### src/sfpc_pkg.sv
package sfpc_pkg;
    localparam int SFPC_OP_BITS = 8;
    localparam int SFPC_FIFO_W = 8;
    localparam int SFPC_FIFO_D = 8;
    localparam logic [2:0] SFPC_BIT_LAST = 3'h7;
    localparam logic [2:0] SFPC_BIT_RST = 3'h0;
    localparam logic [7:0] SFPC_BYTE_RST = 8'h00;
    // opcode classes the pin logic must tell apart
    localparam logic [7:0] SFPC_OP_PAGE_PROG = 8'h02;
    localparam logic [7:0] SFPC_OP_BUF_PROG = 8'h83;
    localparam logic [7:0] SFPC_OP_PAGE_ERASE = 8'h81;
    localparam logic [7:0] SFPC_OP_BLOCK_ERASE = 8'h50;
    localparam logic [7:0] SFPC_OP_SECT_ERASE = 8'h7c;
    localparam logic [7:0] SFPC_OP_PROT_CMD = 8'h3d;
    // second to fourth bytes of the four-byte protection commands
    localparam logic [7:0] SFPC_PROT_B1 = 8'h2a;
    localparam logic [7:0] SFPC_PROT_B2 = 8'h7f;
    localparam logic [7:0] SFPC_PROT_ENABLE = 8'ha9;
    localparam logic [7:0] SFPC_PROT_ERASE_REG = 8'hcf;
    localparam logic [7:0] SFPC_PROT_PROG_REG = 8'hfc;
    localparam logic [7:0] SFPC_PROT_LOCKDOWN = 8'h30;
    // self-timed busy time for program / erase, protection writes and lockdown, in ns and in system clocks
    localparam int SFPC_BUSY_NS = 2000;
    localparam int SFPC_CLK_NS = 5;
    localparam int SFPC_BUSY_CYC = SFPC_BUSY_NS / SFPC_CLK_NS;
    localparam logic [11:0] SFPC_BUSY_CNT = 12'(SFPC_BUSY_CYC);
    localparam logic [11:0] SFPC_CNT_RST = 12'h000;
    typedef enum logic [2:0] {
        SFPC_IDLE,
        SFPC_OPCODE,
        SFPC_PROT,
        SFPC_ACTIVE,
        SFPC_DISCARD,
        SFPC_BUSY
    } sfpc_state_t;
endpackage

### src/sfpc_sync.sv
`timescale 1ns/1ps
module sfpc_sync
    import sfpc_pkg::*;
#(
    parameter int WIDTH = 1,
    parameter logic [WIDTH-1:0] INIT = '0
) (
    // clock and reset
    input wire logic i_clk_sys,
    input wire logic i_rstn,
    // levels
    input wire logic [WIDTH-1:0] i_async,
    output logic [WIDTH-1:0] o_sync
);
    typedef struct packed {
        logic [WIDTH-1:0] meta;
        logic [WIDTH-1:0] stable;
    } sfpc_sync_t;
    sfpc_sync_t st;
    sfpc_sync_t next_st;

    always_comb begin
        next_st = st;
        next_st.meta = i_async;
        next_st.stable = st.meta;
    end

    always_ff @(posedge i_clk_sys or negedge i_rstn) begin
        if (!i_rstn) begin
            st <= {INIT, INIT};
        end else begin
            st <= next_st;
        end
    end

    assign o_sync = st.stable;
endmodule // sfpc_sync

### src/sfpc_fifo.sv
`timescale 1ns/1ps
module sfpc_fifo
    import sfpc_pkg::*;
#(
    parameter int WIDTH = SFPC_FIFO_W,
    parameter int DEPTH = SFPC_FIFO_D
) (
    // clock and reset
    input wire logic i_clk_sys,
    input wire logic i_rstn,
    input wire logic i_flush,
    // fill side
    input wire logic i_in_valid,
    output logic o_in_ready,
    input wire logic [WIDTH-1:0] i_in_data,
    // drain side
    output logic o_out_valid,
    input wire logic i_out_ready,
    output logic [WIDTH-1:0] o_out_data
);
    localparam int AW = $clog2(DEPTH);
    typedef struct packed {
        logic [AW-1:0] wp;
        logic [AW-1:0] rp;
        logic [AW:0] cnt;
    } sfpc_fifo_t;
    sfpc_fifo_t st;
    sfpc_fifo_t next_st;
    logic [WIDTH-1:0] mem [DEPTH];
    logic push;
    logic pop;

    assign o_in_ready = (st.cnt != (AW+1)'(DEPTH));
    assign o_out_valid = (st.cnt != '0);
    assign push = i_in_valid && o_in_ready;
    assign pop = o_out_valid && i_out_ready;
    assign o_out_data = mem[st.rp];

    always_comb begin
        next_st = st;
        if (push) next_st.wp = st.wp + 1'b1;
        if (pop) next_st.rp = st.rp + 1'b1;
        next_st.cnt = st.cnt + (AW+1)'(push) - (AW+1)'(pop);
        if (i_flush) next_st = '0;
    end

    always_ff @(posedge i_clk_sys or negedge i_rstn) begin
        if (!i_rstn) begin
            st <= '0;
        end else begin
            st <= next_st;
        end
    end

    always_ff @(posedge i_clk_sys) begin
        if (push) mem[st.wp] <= i_in_data;
    end
endmodule // sfpc_fifo

### src/sfpc_top.sv
`timescale 1ns/1ps
// Notes on behaviour
// - serial input is captured on each rising serial clock edge
// - opcode, address and write data all arrive on serial input
// - serial input is ignored while chip select is high
// - serial output changes only on falling serial clock edges
// - serial output is high impedance while chip select is high
// - write-protect low blocks every program and erase command, whatever the sector
// - write-protect low blocks any protection register change
// - program or erase under write-protect is discarded, nothing done
// - discarded command returns to idle when chip select rises
// - enable-protection and lockdown still run under write-protect
// - unconnected write-protect reads as deasserted via pull-up
// - reset low aborts work and forces the state machine idle
// - held in reset while reset is low, resumes once high
// - internal power-on reset gives a defined state
// - chip select rise during busy waits for operation end
// - msb first, 8-bit opcode leads every instruction
module sfpc_top
    import sfpc_pkg::*;
(
    // clock and power-on reset
    input wire logic i_clk_sys,
    input wire logic i_rstn,
    // serial pins
    input wire logic i_cs_n,
    input wire logic i_sck,
    input wire logic i_si,
    output logic o_so,
    output logic o_so_oe,
    // control pins; i_wp_n floats high through the pad pull-up
    input wire logic i_wp_n,
    input wire logic i_reset_n,
    // received bytes toward the command core
    output logic o_rx_valid,
    input wire logic i_rx_ready,
    output logic [7:0] o_rx_data,
    // read data from the command core
    input wire logic i_tx_valid,
    output logic i_tx_ready_unused,
    input wire logic [7:0] i_tx_data,
    // status and command outcome
    output logic o_busy,
    output logic o_prog_erase_go,
    output logic o_prot_write_go,
    output logic o_prot_enable_go,
    output logic o_lockdown_go,
    output logic o_cmd_discard,
    output logic o_wp_active,
    output logic o_overflow
);
    ////////////////////////////////////////////////////////////////////
    // pin synchronisers
    logic [4:0] pins_s;
    logic cs_n_s;
    logic sck_s;
    logic si_s;
    logic wp_n_s;
    logic rst_n_s;

    sfpc_sync #(
        .WIDTH(5),
        // sck idles low so no false edge follows reset
        .INIT(5'h13)
    ) u_sync (
        .i_clk_sys(i_clk_sys),
        .i_rstn(i_rstn),
        .i_async({i_cs_n, i_sck, i_si, i_wp_n, i_reset_n}),
        .o_sync(pins_s)
    );

    assign cs_n_s = pins_s[4];
    assign sck_s = pins_s[3];
    assign si_s = pins_s[2];
    assign wp_n_s = pins_s[1];
    assign rst_n_s = pins_s[0];

    ////////////////////////////////////////////////////////////////////
    // state
    typedef struct packed {
        sfpc_state_t fsm;
        logic sck_d;
        logic [2:0] bitn;
        logic [7:0] sh;
        logic [7:0] op;
        logic [1:0] prot_idx;
        logic prot_ok;
        logic wp_latched;
        logic [7:0] rx_data;
        logic rx_push;
        logic [7:0] tx_sh;
        logic [2:0] tx_bit;
        logic so;
        logic so_oe;
        logic [11:0] busy_cnt;
        logic pe_go;
        logic pw_go;
        logic pen_go;
        logic lock_go;
        logic discard;
        logic ovf;
    } sfpc_top_t;
    sfpc_top_t st;
    sfpc_top_t next_st;

    logic sck_rise;
    logic sck_fall;
    logic [7:0] byte_in;
    logic byte_done;
    logic is_prog_erase;
    logic fifo_in_ready;
    logic tx_pop;

    assign sck_rise = sck_s && !st.sck_d;
    assign sck_fall = !sck_s && st.sck_d;
    assign byte_in = {st.sh[6:0], si_s};
    assign byte_done = sck_rise && !cs_n_s && (st.bitn == SFPC_BIT_LAST);
    assign is_prog_erase = (byte_in == SFPC_OP_PAGE_PROG)
        || (byte_in == SFPC_OP_BUF_PROG)
        || (byte_in == SFPC_OP_PAGE_ERASE)
        || (byte_in == SFPC_OP_BLOCK_ERASE)
        || (byte_in == SFPC_OP_SECT_ERASE);
    // a fresh byte is loaded only at the frame's byte boundary
    assign tx_pop = sck_fall && !cs_n_s && (st.tx_bit == SFPC_BIT_RST)
        && i_tx_valid;
    assign i_tx_ready_unused = tx_pop;

    always_comb begin
        next_st = st;
        next_st.sck_d = sck_s;
        next_st.rx_push = 1'b0;
        next_st.pe_go = 1'b0;
        next_st.pw_go = 1'b0;
        next_st.pen_go = 1'b0;
        next_st.lock_go = 1'b0;
        next_st.discard = 1'b0;
        // wp level frozen once chip select falls and idle is left, so a whole command sees one value
        if (st.fsm == SFPC_IDLE) next_st.wp_latched = !wp_n_s;
        if (cs_n_s) begin
            next_st.bitn = SFPC_BIT_RST;
            next_st.tx_bit = SFPC_BIT_RST;
            next_st.so_oe = 1'b0;
        end else if (sck_rise) begin
            next_st.sh = byte_in;
            next_st.bitn = st.bitn + 3'h1;
        end
        if (tx_pop) begin
            next_st.so = i_tx_data[7];
            next_st.tx_sh = {i_tx_data[6:0], 1'b0};
            next_st.tx_bit = 3'h1;
            next_st.so_oe = 1'b1;
        end else if (sck_fall && !cs_n_s && st.tx_bit != SFPC_BIT_RST) begin
            next_st.so = st.tx_sh[7];
            next_st.tx_sh = {st.tx_sh[6:0], 1'b0};
            next_st.tx_bit = st.tx_bit + 3'h1;
        end
        if (byte_done && st.fsm != SFPC_DISCARD && st.fsm != SFPC_BUSY)
        begin
            next_st.rx_data = byte_in;
            next_st.rx_push = 1'b1;
            if (!fifo_in_ready) next_st.ovf = 1'b1;
        end
        case (st.fsm)
            SFPC_IDLE: begin
                if (!cs_n_s) next_st.fsm = SFPC_OPCODE;
            end
            SFPC_OPCODE: begin
                if (cs_n_s) begin
                    next_st.fsm = SFPC_IDLE;
                end else if (byte_done) begin
                    next_st.op = byte_in;
                    if (is_prog_erase && st.wp_latched) begin
                        next_st.fsm = SFPC_DISCARD;
                        next_st.discard = 1'b1;
                    end else if (byte_in == SFPC_OP_PROT_CMD) begin
                        next_st.fsm = SFPC_PROT;
                        next_st.prot_idx = 2'h1;
                        next_st.prot_ok = 1'b1;
                    end else begin
                        next_st.fsm = SFPC_ACTIVE;
                    end
                end
            end
            SFPC_PROT: begin
                if (byte_done) begin
                    next_st.prot_idx = st.prot_idx + 2'h1;
                    if (st.prot_idx == 2'h1 && byte_in != SFPC_PROT_B1)
                        next_st.prot_ok = 1'b0;
                    if (st.prot_idx == 2'h2 && byte_in != SFPC_PROT_B2)
                        next_st.prot_ok = 1'b0;
                    if (st.prot_idx == 2'h3) next_st.sh = byte_in;
                end
                if (cs_n_s) begin
                    next_st.fsm = SFPC_IDLE;
                    if (st.prot_ok && st.prot_idx == 2'h0) begin
                        if (st.sh == SFPC_PROT_ENABLE) begin
                            next_st.pen_go = 1'b1;
                        end else if (st.sh == SFPC_PROT_LOCKDOWN) begin
                            next_st.lock_go = 1'b1;
                            next_st.fsm = SFPC_BUSY;
                            next_st.busy_cnt = SFPC_BUSY_CNT;
                        end else if (st.sh == SFPC_PROT_ERASE_REG
                                || st.sh == SFPC_PROT_PROG_REG) begin
                            if (st.wp_latched) begin
                                next_st.discard = 1'b1;
                            end else begin
                                next_st.pw_go = 1'b1;
                                next_st.fsm = SFPC_BUSY;
                                next_st.busy_cnt = SFPC_BUSY_CNT;
                            end
                        end
                    end
                end
            end
            SFPC_ACTIVE: begin
                if (cs_n_s) begin
                    if (st.op == SFPC_OP_PAGE_PROG || st.op == SFPC_OP_BUF_PROG
                            || st.op == SFPC_OP_PAGE_ERASE
                            || st.op == SFPC_OP_BLOCK_ERASE
                            || st.op == SFPC_OP_SECT_ERASE) begin
                        next_st.pe_go = 1'b1;
                        next_st.fsm = SFPC_BUSY;
                        next_st.busy_cnt = SFPC_BUSY_CNT;
                    end else begin
                        next_st.fsm = SFPC_IDLE;
                    end
                end
            end
            SFPC_DISCARD: begin
                if (cs_n_s) next_st.fsm = SFPC_IDLE;
            end
            SFPC_BUSY: begin
                // standby only once the self-timed work ends
                if (st.busy_cnt == SFPC_CNT_RST) begin
                    if (cs_n_s) next_st.fsm = SFPC_IDLE;
                end else begin
                    next_st.busy_cnt = st.busy_cnt - 12'h001;
                end
            end
            default: next_st.fsm = SFPC_IDLE;
        endcase
        if (!rst_n_s) begin
            next_st = '0;
            next_st.fsm = SFPC_IDLE;
            next_st.sck_d = sck_s;
        end
    end

    always_ff @(posedge i_clk_sys or negedge i_rstn) begin
        if (!i_rstn) begin
            st <= '0;
        end else begin
            st <= next_st;
        end
    end

    ////////////////////////////////////////////////////////////////////
    // received byte buffer; core stalls it via i_rx_ready
    sfpc_fifo #(
        .WIDTH(SFPC_FIFO_W),
        .DEPTH(SFPC_FIFO_D)
    ) u_fifo (
        .i_clk_sys(i_clk_sys),
        .i_rstn(i_rstn),
        .i_flush(!rst_n_s),
        .i_in_valid(st.rx_push),
        .o_in_ready(fifo_in_ready),
        .i_in_data(st.rx_data),
        .o_out_valid(o_rx_valid),
        .i_out_ready(i_rx_ready),
        .o_out_data(o_rx_data)
    );

    assign o_so = st.so;
    assign o_so_oe = st.so_oe && !cs_n_s;
    assign o_busy = (st.fsm == SFPC_BUSY);
    assign o_prog_erase_go = st.pe_go;
    assign o_prot_write_go = st.pw_go;
    assign o_prot_enable_go = st.pen_go;
    assign o_lockdown_go = st.lock_go;
    assign o_cmd_discard = st.discard;
    assign o_wp_active = st.wp_latched;
    assign o_overflow = st.ovf;

    ////////////////////////////////////////////////////////////////////
    // checks
    a_si_ignored_cs: assert property (@(posedge i_clk_sys) disable iff (!i_rstn)
        cs_n_s |=> !st.rx_push) else $error("byte taken while deselected");
    a_so_hiz_cs: assert property (@(posedge i_clk_sys) disable iff (!i_rstn)
        cs_n_s |-> !o_so_oe) else $error("so driven while deselected");
    a_so_fall_only: assert property (@(posedge i_clk_sys) disable iff (!i_rstn)
        $changed(st.so) |-> ($past(sck_fall) || $past(!rst_n_s)))
        else $error("so moved off fall");
    a_wp_discard: assert property (@(posedge i_clk_sys) disable iff (!i_rstn)
        st.wp_latched |-> !next_st.pe_go) else $error("prog under wp");
    a_prot_reg_wp: assert property (@(posedge i_clk_sys) disable iff (!i_rstn)
        st.pw_go |-> !$past(st.wp_latched)) else $error("prot write under wp");
    a_discard_idle: assert property (@(posedge i_clk_sys) disable iff (!i_rstn)
        (st.fsm == SFPC_DISCARD && cs_n_s && rst_n_s) |=> st.fsm == SFPC_IDLE)
        else $error("discard did not idle");
    a_reset_idle: assert property (@(posedge i_clk_sys) disable iff (!i_rstn)
        !rst_n_s |=> (st.fsm == SFPC_IDLE && !st.so_oe)) else $error("no reset");
    a_busy_hold: assert property (@(posedge i_clk_sys) disable iff (!i_rstn)
        (o_busy && st.busy_cnt != SFPC_CNT_RST && rst_n_s) |=> o_busy)
        else $error("left busy early");
endmodule // sfpc_top

### config.mk
export PLATFORM = sky130hd
export DESIGN_NAME = sfpc_top
export DESIGN_NICKNAME = d
export VERILOG_FILES = /design/src/sfpc_pkg.sv /design/src/sfpc_sync.sv /design/src/sfpc_fifo.sv /design/src/sfpc_top.sv
export SDC_FILE = /design/constraint.sdc
export NUM_CORES = 1
export LEC_CHECK = 0
export BUFFER_PORTS_ARGS = -buffer_cell sky130_fd_sc_hd__buf_4
export CAP_MARGIN = 5
export CORE_ASPECT_RATIO = 1.4
export CORE_UTILIZATION = 30
export CTS_CLUSTER_SIZE = 20
export DETAILED_ROUTE_END_ITERATION = 16
export PLACE_DENSITY_LB_ADDON = 0.15
export SKIP_LAST_GASP = 1
export SLEW_MARGIN = 20
export SYNTH_ARGS = -nofsm -noshare
export SYNTH_HDL_FRONTEND = slang
export SYNTH_HIERARCHICAL = 1
export SYNTH_SLANG_ARGS = --single-unit
### constraint.sdc
create_clock -name i_clk_sys -period 3.52 [get_ports i_clk_sys]
set_input_delay 0.528 -clock i_clk_sys [delete_from_list [all_inputs] [get_ports i_clk_sys]]
set_output_delay 0.528 -clock i_clk_sys [all_outputs]
set_load 0.01 [all_outputs]
==> flow_metrics.env, run 1 <==
export IMPL_yosys_top_cells_area="dfrtp_1, edfxtp_1, nor2_1"
export IMPL_async_reset_ff_share_pct=57.3
export IMPL_grt_overflow=0
export IMPL_slew_violations=0
export IMPL_gp_congestion=0.838
export IMPL_pre_cts_slack_ps=871
export IMPL_post_synth_cell_area_avg_sq_um=12.4
export IMPL_portBuffers=36
export IMPL_nets=636
export IMPL_hold_violations=0
export IMPL_firstDrtPassIters=4
export IMPL_min_period_ps=3050
export IMPL_core_area_sq_um=22800
export IMPL_critical_path_class="flip-flop to output port"
export IMPL_power_mw=4.36
export IMPL_yosysTopAreaCellShare_pct=28.5
export IMPL_grt_pass1_wl_mm=25.5
export IMPL_placed_cells=884
export IMPL_initialDrtViolationCount=218
export IMPL_h_tree_depth=4
export IMPL_post_route_util_pct=36.2
export IMPL_routed_wl_mm=15.1
export IMPL_drive_above_1_share_pct=19.0
export IMPL_rsz0062_at_grt="no"
export IMPL_ir_drop_v=0.000319
export IMPL_max_stage_delay_ps=1000
export IMPL_synth_area_sq_um=7010
export IMPL_synth_cells=564
export IMPL_vias_per_cell=4.95
export IMPL_design_die_area_sq_um=24000
export IMPL_die_w_um=131
export IMPL_path_cells="mux4_1 > mux2_4 > buf_4"
export IMPL_wire_per_inst_um=16.5
export IMPL_ctsResizeCount=0
export IMPL_io_pins=37
export IMPL_outcome="completed"
export IMPL_clock_sinks=150
export IMPL_clock_latency_ps=420
export IMPL_setup_viol=0
export IMPL_max_freq_ghz=0.328
export IMPL_drv_cap=0
export IMPL_max_slew_margin_pct=33.0
export IMPL_synth_nets=598
export IMPL_hold_class="input port to asynchronous set/reset pin"
export IMPL_synth_top_cell_by_area="dfrtp_1"
export IMPL_worst_pin_slew_ps=1010
export IMPL_ys_warnings_count=6
export IMPL_holdBufCountCts=0
export IMPL_post_cts_buffers=0
export IMPL_cts_buffers=17
export IMPL_start_util_pct=30.8
export IMPL_clockBufferDepth=2
export IMPL_ys_seq_elements=150
export IMPL_p_leak_nw=3.26
export IMPL_ys_flop_type="dfrtp_1"
export IMPL_fin_ws_ps=475
export IMPL_rows=65
export IMPL_antenna_found_initial=0
export IMPL_grt_max_degree=55
export IMPL_n_antenna_cell=0
export IMPL_period_share_pct=86.5
export IMPL_endpoint_kind="output port"
export IMPL_yosysUniqueCellTypes=74
export IMPL_final_cells=916
export IMPL_num_vias=4532
export IMPL_seq_area_frac_synth_pct=58.2
export IMPL_grt_pass1_vias=4819
export IMPL_drc=0
export IMPL_path_max_fanout=19
export IMPL_synth_edff_count=64
export IMPL_drtAntennaViolNets=0
export IMPL_cts_root_buf="clkbuf_16"
export IMPL_area_growth_pct=17.5
export IMPL_skew_ps=7.93
export IMPL_crit_path_start_kind="flip-flop"
export IMPL_place_hpwl_mm=10.4
export IMPL_track_usage_pct=13.6
export IMPL_clk_pin_slew_worst_paths_ps=70
export IMPL_setup_tns_ps=0
export IMPL_cts_tree="yes"
export IMPL_arrival_ps=2520
export IMPL_power_density_nw_per_um2=529
export IMPL_required_ps=2990
export IMPL_cp_slowest_cell="dfrtp_1"
export IMPL_die_y_um=183
## synthesized netlist by cell type (4+ instances only)
library cell  instances
dfrtp_1              80
edfxtp_1             64
nor2_1               57
a21oi_1              36
nand2_1              33
inv_1                21
o21ai_0              19
clkbuf_1             18
mux2i_1              18
nor3_1               18
ha_1                 16
nand3_1              11
a31oi_1              10
buf_2                 9
nand2b_1              9
or3_1                 9
a22oi_1               8
mux2_4                8
mux4_1                8
mux4_2                8
dfstp_2               6
nor2b_1               6
nor3b_1               5
a211oi_1              4
and3_1                4
nand4_1               4
nand4bb_1             4
nor4_1                4
o21ai_1               4
o41ai_1               4
## worst max-delay path, delay by kind of cell (launching register included)
kind,cells,cell delay (ps)
multiplexers,2,950
flip-flops,1,1000
buffers and inverters,1,140
## per-stage QoR
stage | area [sq um] | hold WS, ps
3_5_place_dp | 7610 | 344
3_3_place_gp | 7610 | 337
4_1_cts | 8240 | 28.3
6_report | 8240 | 24.0
2_1_floorplan | 7010 | 232
5_1_grt | 8240 | 31.9
## layout by cell type, fill, tap and decap left out, types with 3 or more instances in the layout
master / n
dfrtp_1: 80
xor2_1: 3
o21ai_1: 4
a22oi_1: 8
mux2i_1: 18
a211oi_1: 4
nor2_1: 57
edfxtp_1: 64
nor3_1: 18
mux4_2: 8
and3_1: 4
clkbuf_16: 17
dfstp_2: 6
inv_8: 3
nand4_1: 4
nand2_1: 33
o21ai_0: 19
mux4_1: 8
inv_1: 21
a41o_1: 3
o41ai_1: 4
buf_4: 49
o21a_1: 3
a21o_1: 3
nand3_1: 11
nor2b_1: 6
a21oi_1: 36
o31ai_1: 3
bufinv_16: 3
or3_1: 9
nand4bb_1: 4
nor4_1: 4
ha_1: 16
nand2b_1: 9
mux2_4: 8
inv_6: 6
nor3b_1: 5
a31oi_1: 10
## worst paths after layout
path | start | to | slack (ps) | cells past startpoint
worst max-delay path | u_fifo/st[4] | o_rx_data[3] | 470 | 3
worst min-delay path | i_rstn | st[24] | 20 | 1
worst max register to register | u_fifo/st[2] | u_fifo/st[1] | 1010 | 10
worst min register to register | u_sync/next_st[3] | u_sync/o_sync[3] | 350 | 0
max in group asynchronous | i_rstn | u_sync/next_st[0] | 2690 | 2
min in group i_clk_sys | i_cs_n | u_sync/next_st[4] | 220 | 1
## cell type report
class,count,area [sq um]
Multi-Input combinational cell,362,2700
Fill cell,2239,14500
Clock buffer,17,425
Tap cell,301,377
Sequential cell,150,4080
Timing Repair Buffer,49,368
Clock inverter,15,209
Inverter,22,82.6
## logic make-up after synthesis
kind of cell               synth area share (%)
DFF                                        58.2
AOI/OAI and AO/OA                          11.3
and+or+nand+nor                            13.3
xor gates and xnor gates                  0.500
muxes                                      10.2
buffers and inverters                      3.34
adders and majority gates                  3.14
## state kept, by name, indices dropped and copies added, names as in the netlist, 5 cells and up
register / count
u_fifo/mem: 64
u_sync/o_sync: 5
u_sync/next_st: 5
st: 51
u_fifo/st: 10
byte_in: 7
## metal layers
layer  GRT usage [%]  wire [um]  share of wire [%]  up-vias
met5               0          0                  0        -
met2            24.6       8120                 54       73
met1            15.6       6360                 42     2247
li1                -          -                  -     2193
met3            2.46        352                2.3       19
met4            5.84        262                1.7        0
## where the power goes
part,switching (mW),internal (mW)
clock network,0.791,1.15
logic,0.232,0.252
registers,0.0821,1.85
total,1.11,3.26
No activity file was read; power rests on OpenSTA's default activity.
==> inputs of run 2 (changes only) <==
Settings changed: BUFFER_PORTS_ARGS -buffer_cell sky130_fd_sc_hd__buf_4 to -buffer_cell sky130_fd_sc_hd__buf_2.
==> run 2 against run 1 <==
Effect of this change: critical path depth is the same; clock skew grew 3.1 ps; flip-flop and latch count is the same; largest power group unchanged.
==> flow_metrics.env, run 2 (synthesis gave the netlist of run 1 again) <==
export IMPL_cts_root_buf="clkbuf_16"
export IMPL_largest_reg_flops=64
export IMPL_required_ps=2990
export IMPL_post_route_util_pct=35.5
export IMPL_arrival_ps=2490
export IMPL_rows=65
export IMPL_power_share_sequential_pct=46.8
export IMPL_top_layer="met4"
export IMPL_start_util_pct=30.8
export IMPL_grt_pass1_vias=4660
export IMPL_die_y_um=183
export IMPL_p_sw_share_pct=25.7
export IMPL_ir_drop_v=0.000311
export IMPL_setup_viol=0
export IMPL_core_area_sq_um=22800
export IMPL_place_hpwl_mm=10.3
export IMPL_grt_max_degree=75
export IMPL_critical_path_class="flip-flop to output port"
export IMPL_clockBufferDepth=2
export IMPL_design_die_area_sq_um=24000
export IMPL_period_share_pct=85.9
export IMPL_drtAntennaViolNets=0
export IMPL_hold_violations=0
export IMPL_wire_per_inst_um=16.2
export IMPL_max_freq_ghz=0.331
export IMPL_drv_cap=0
export IMPL_routed_wl_mm=14.8
export IMPL_wl_met3_um=440
export IMPL_power_density_nw_per_um2=512
export IMPL_io_pins=37
export IMPL_hold_class="input port to flip-flop"
export IMPL_p_leak_nw=3.20
export IMPL_gp_congestion=0.812
export IMPL_fin_ws_ps=497
export IMPL_wl_met2_mm=8.09
export IMPL_track_usage_pct=13.2
export IMPL_cts_buffers=17
export IMPL_min_period_ps=3020
export IMPL_setup_tns_ps=0
export IMPL_initialDrtViolationCount=234
export IMPL_skew_ps=11.0
export IMPL_outcome="completed"
export IMPL_area_growth_pct=15.4
export IMPL_path_max_fanout=19
export IMPL_pre_cts_slack_ps=877
export IMPL_whs_ps=206
export IMPL_max_slew_margin_pct=34.7
export IMPL_switching_power_mw=1.07
export IMPL_grt_overflow=0
export IMPL_drc=0
export IMPL_crit_path_start_kind="flip-flop"
export IMPL_firstDrtPassIters=5
export IMPL_endpoint_kind="output port"
export IMPL_cts_tree="yes"
export IMPL_clk_pin_slew_worst_paths_ps=60
export IMPL_drive_above_1_share_pct=18.7
export IMPL_grt_pass1_wl_mm=24.8
export IMPL_drt_met1_wl_mm=6.15
export IMPL_portBuffers=36
export IMPL_p_int_mw=3.08
export IMPL_mostFrequentLayoutCells="dfrtp_1, edfxtp_1, nor2_1, a21oi_1, buf_2"
export IMPL_worst_pin_slew_ps=979
export IMPL_clock_latency_ps=420
export IMPL_p_comb_share_pct=11.0
export IMPL_p_clk_share_pct=42.2
export IMPL_slew_violations=0
export IMPL_top_regs="u_fifo/mem x64, st x51, u_fifo/st x10"
export IMPL_die_w_um=131
export IMPL_finish_instance_area_sq_um=8100
export IMPL_top_register="u_fifo/mem"
export IMPL_vias_per_cell=4.99
export IMPL_antenna_found_initial=0
export IMPL_n_antenna_cell=0
export IMPL_num_vias=4569
export IMPL_nets=635
export IMPL_rsz0062_at_grt="no"
export IMPL_h_tree_depth=4
export IMPL_post_dp_cell_area_sq_um=7520
export IMPL_clock_sinks=150
export IMPL_layout_commonest_cell="dfrtp_1"
## run 2: changes by cell type in the layout (fill, tap and decap cells not counted), sizes merged
cell	delta
buf	-2
bufinv	-2
clkinv	+1
clkinvlp	+2
dlygate4sd3	+1
inv	-1
## run 2: final timing paths
path                       slack, ps         startpoint                end  cells after the start
min in group asynchronous        490             i_rstn             st[24]                      2
max in group asynchronous       2330             i_rstn   u_sync/o_sync[0]                      3
min                              210          i_reset_n  u_sync/next_st[0]                      1
min reg2reg                      350  u_sync/next_st[2]   u_sync/o_sync[2]                      0
max reg2reg                     1070       u_fifo/st[2]       u_fifo/st[1]                     10
max                              500       u_fifo/st[4]       o_rx_data[2]                      3
## run 2: timing repair
action,CTS,global route
setup buffers,0,0
hold buffers,1,0
resized for setup,0,0
hold endpoints to repair,12,0
## run 2: power by group through the flow
stage | clock [mW] | combinational, mW | sequential, mW
final | 1.75 | 0.458 | 1.94
after CTS | 1.81 | 0.466 | 1.94
after global routing | 1.87 | 0.518 | 1.95
after floorplan | 0 | 0.398 | 1.91
after detailed placement | 0 | 0.464 | 1.97
after global placement | 0 | 0.455 | 1.97
## run 2: metrics by stage
step | cells | total power [mW]
6_report | 915 | 4.14
4_1_cts | 915 | 4.22
2_1_floorplan | 564 | 2.31
3_3_place_gp | 882 | 2.43
5_1_grt | 915 | 4.34
3_5_place_dp | 882 | 2.44
## run 2: layout make-up
| class | count | area (sq um) |
|---|---|---|
| Timing Repair Buffer | 48 | 288 |
| Fill cell | 2239 | 14700 |
| Multi-Input combinational cell | 362 | 2700 |
| Tap cell | 301 | 377 |
| Inverter | 22 | 82.6 |
| Sequential cell | 150 | 4080 |
| Clock buffer | 17 | 425 |
| Clock inverter | 15 | 144 |
## run 2: metal layers
layer | GRT usage, % | up-vias
met2 | 24.3 | 85
met5 | 0 | -
met3 | 2.99 | 11
li1 | - | 2191
met4 | 4.28 | 0
met1 | 15.1 | 2282
## run 2: worst max-delay path: stages (launching register included)
cell     delay [ps]
dfrtp_1         980
mux4_1          670
mux2_4          280
buf_2           140
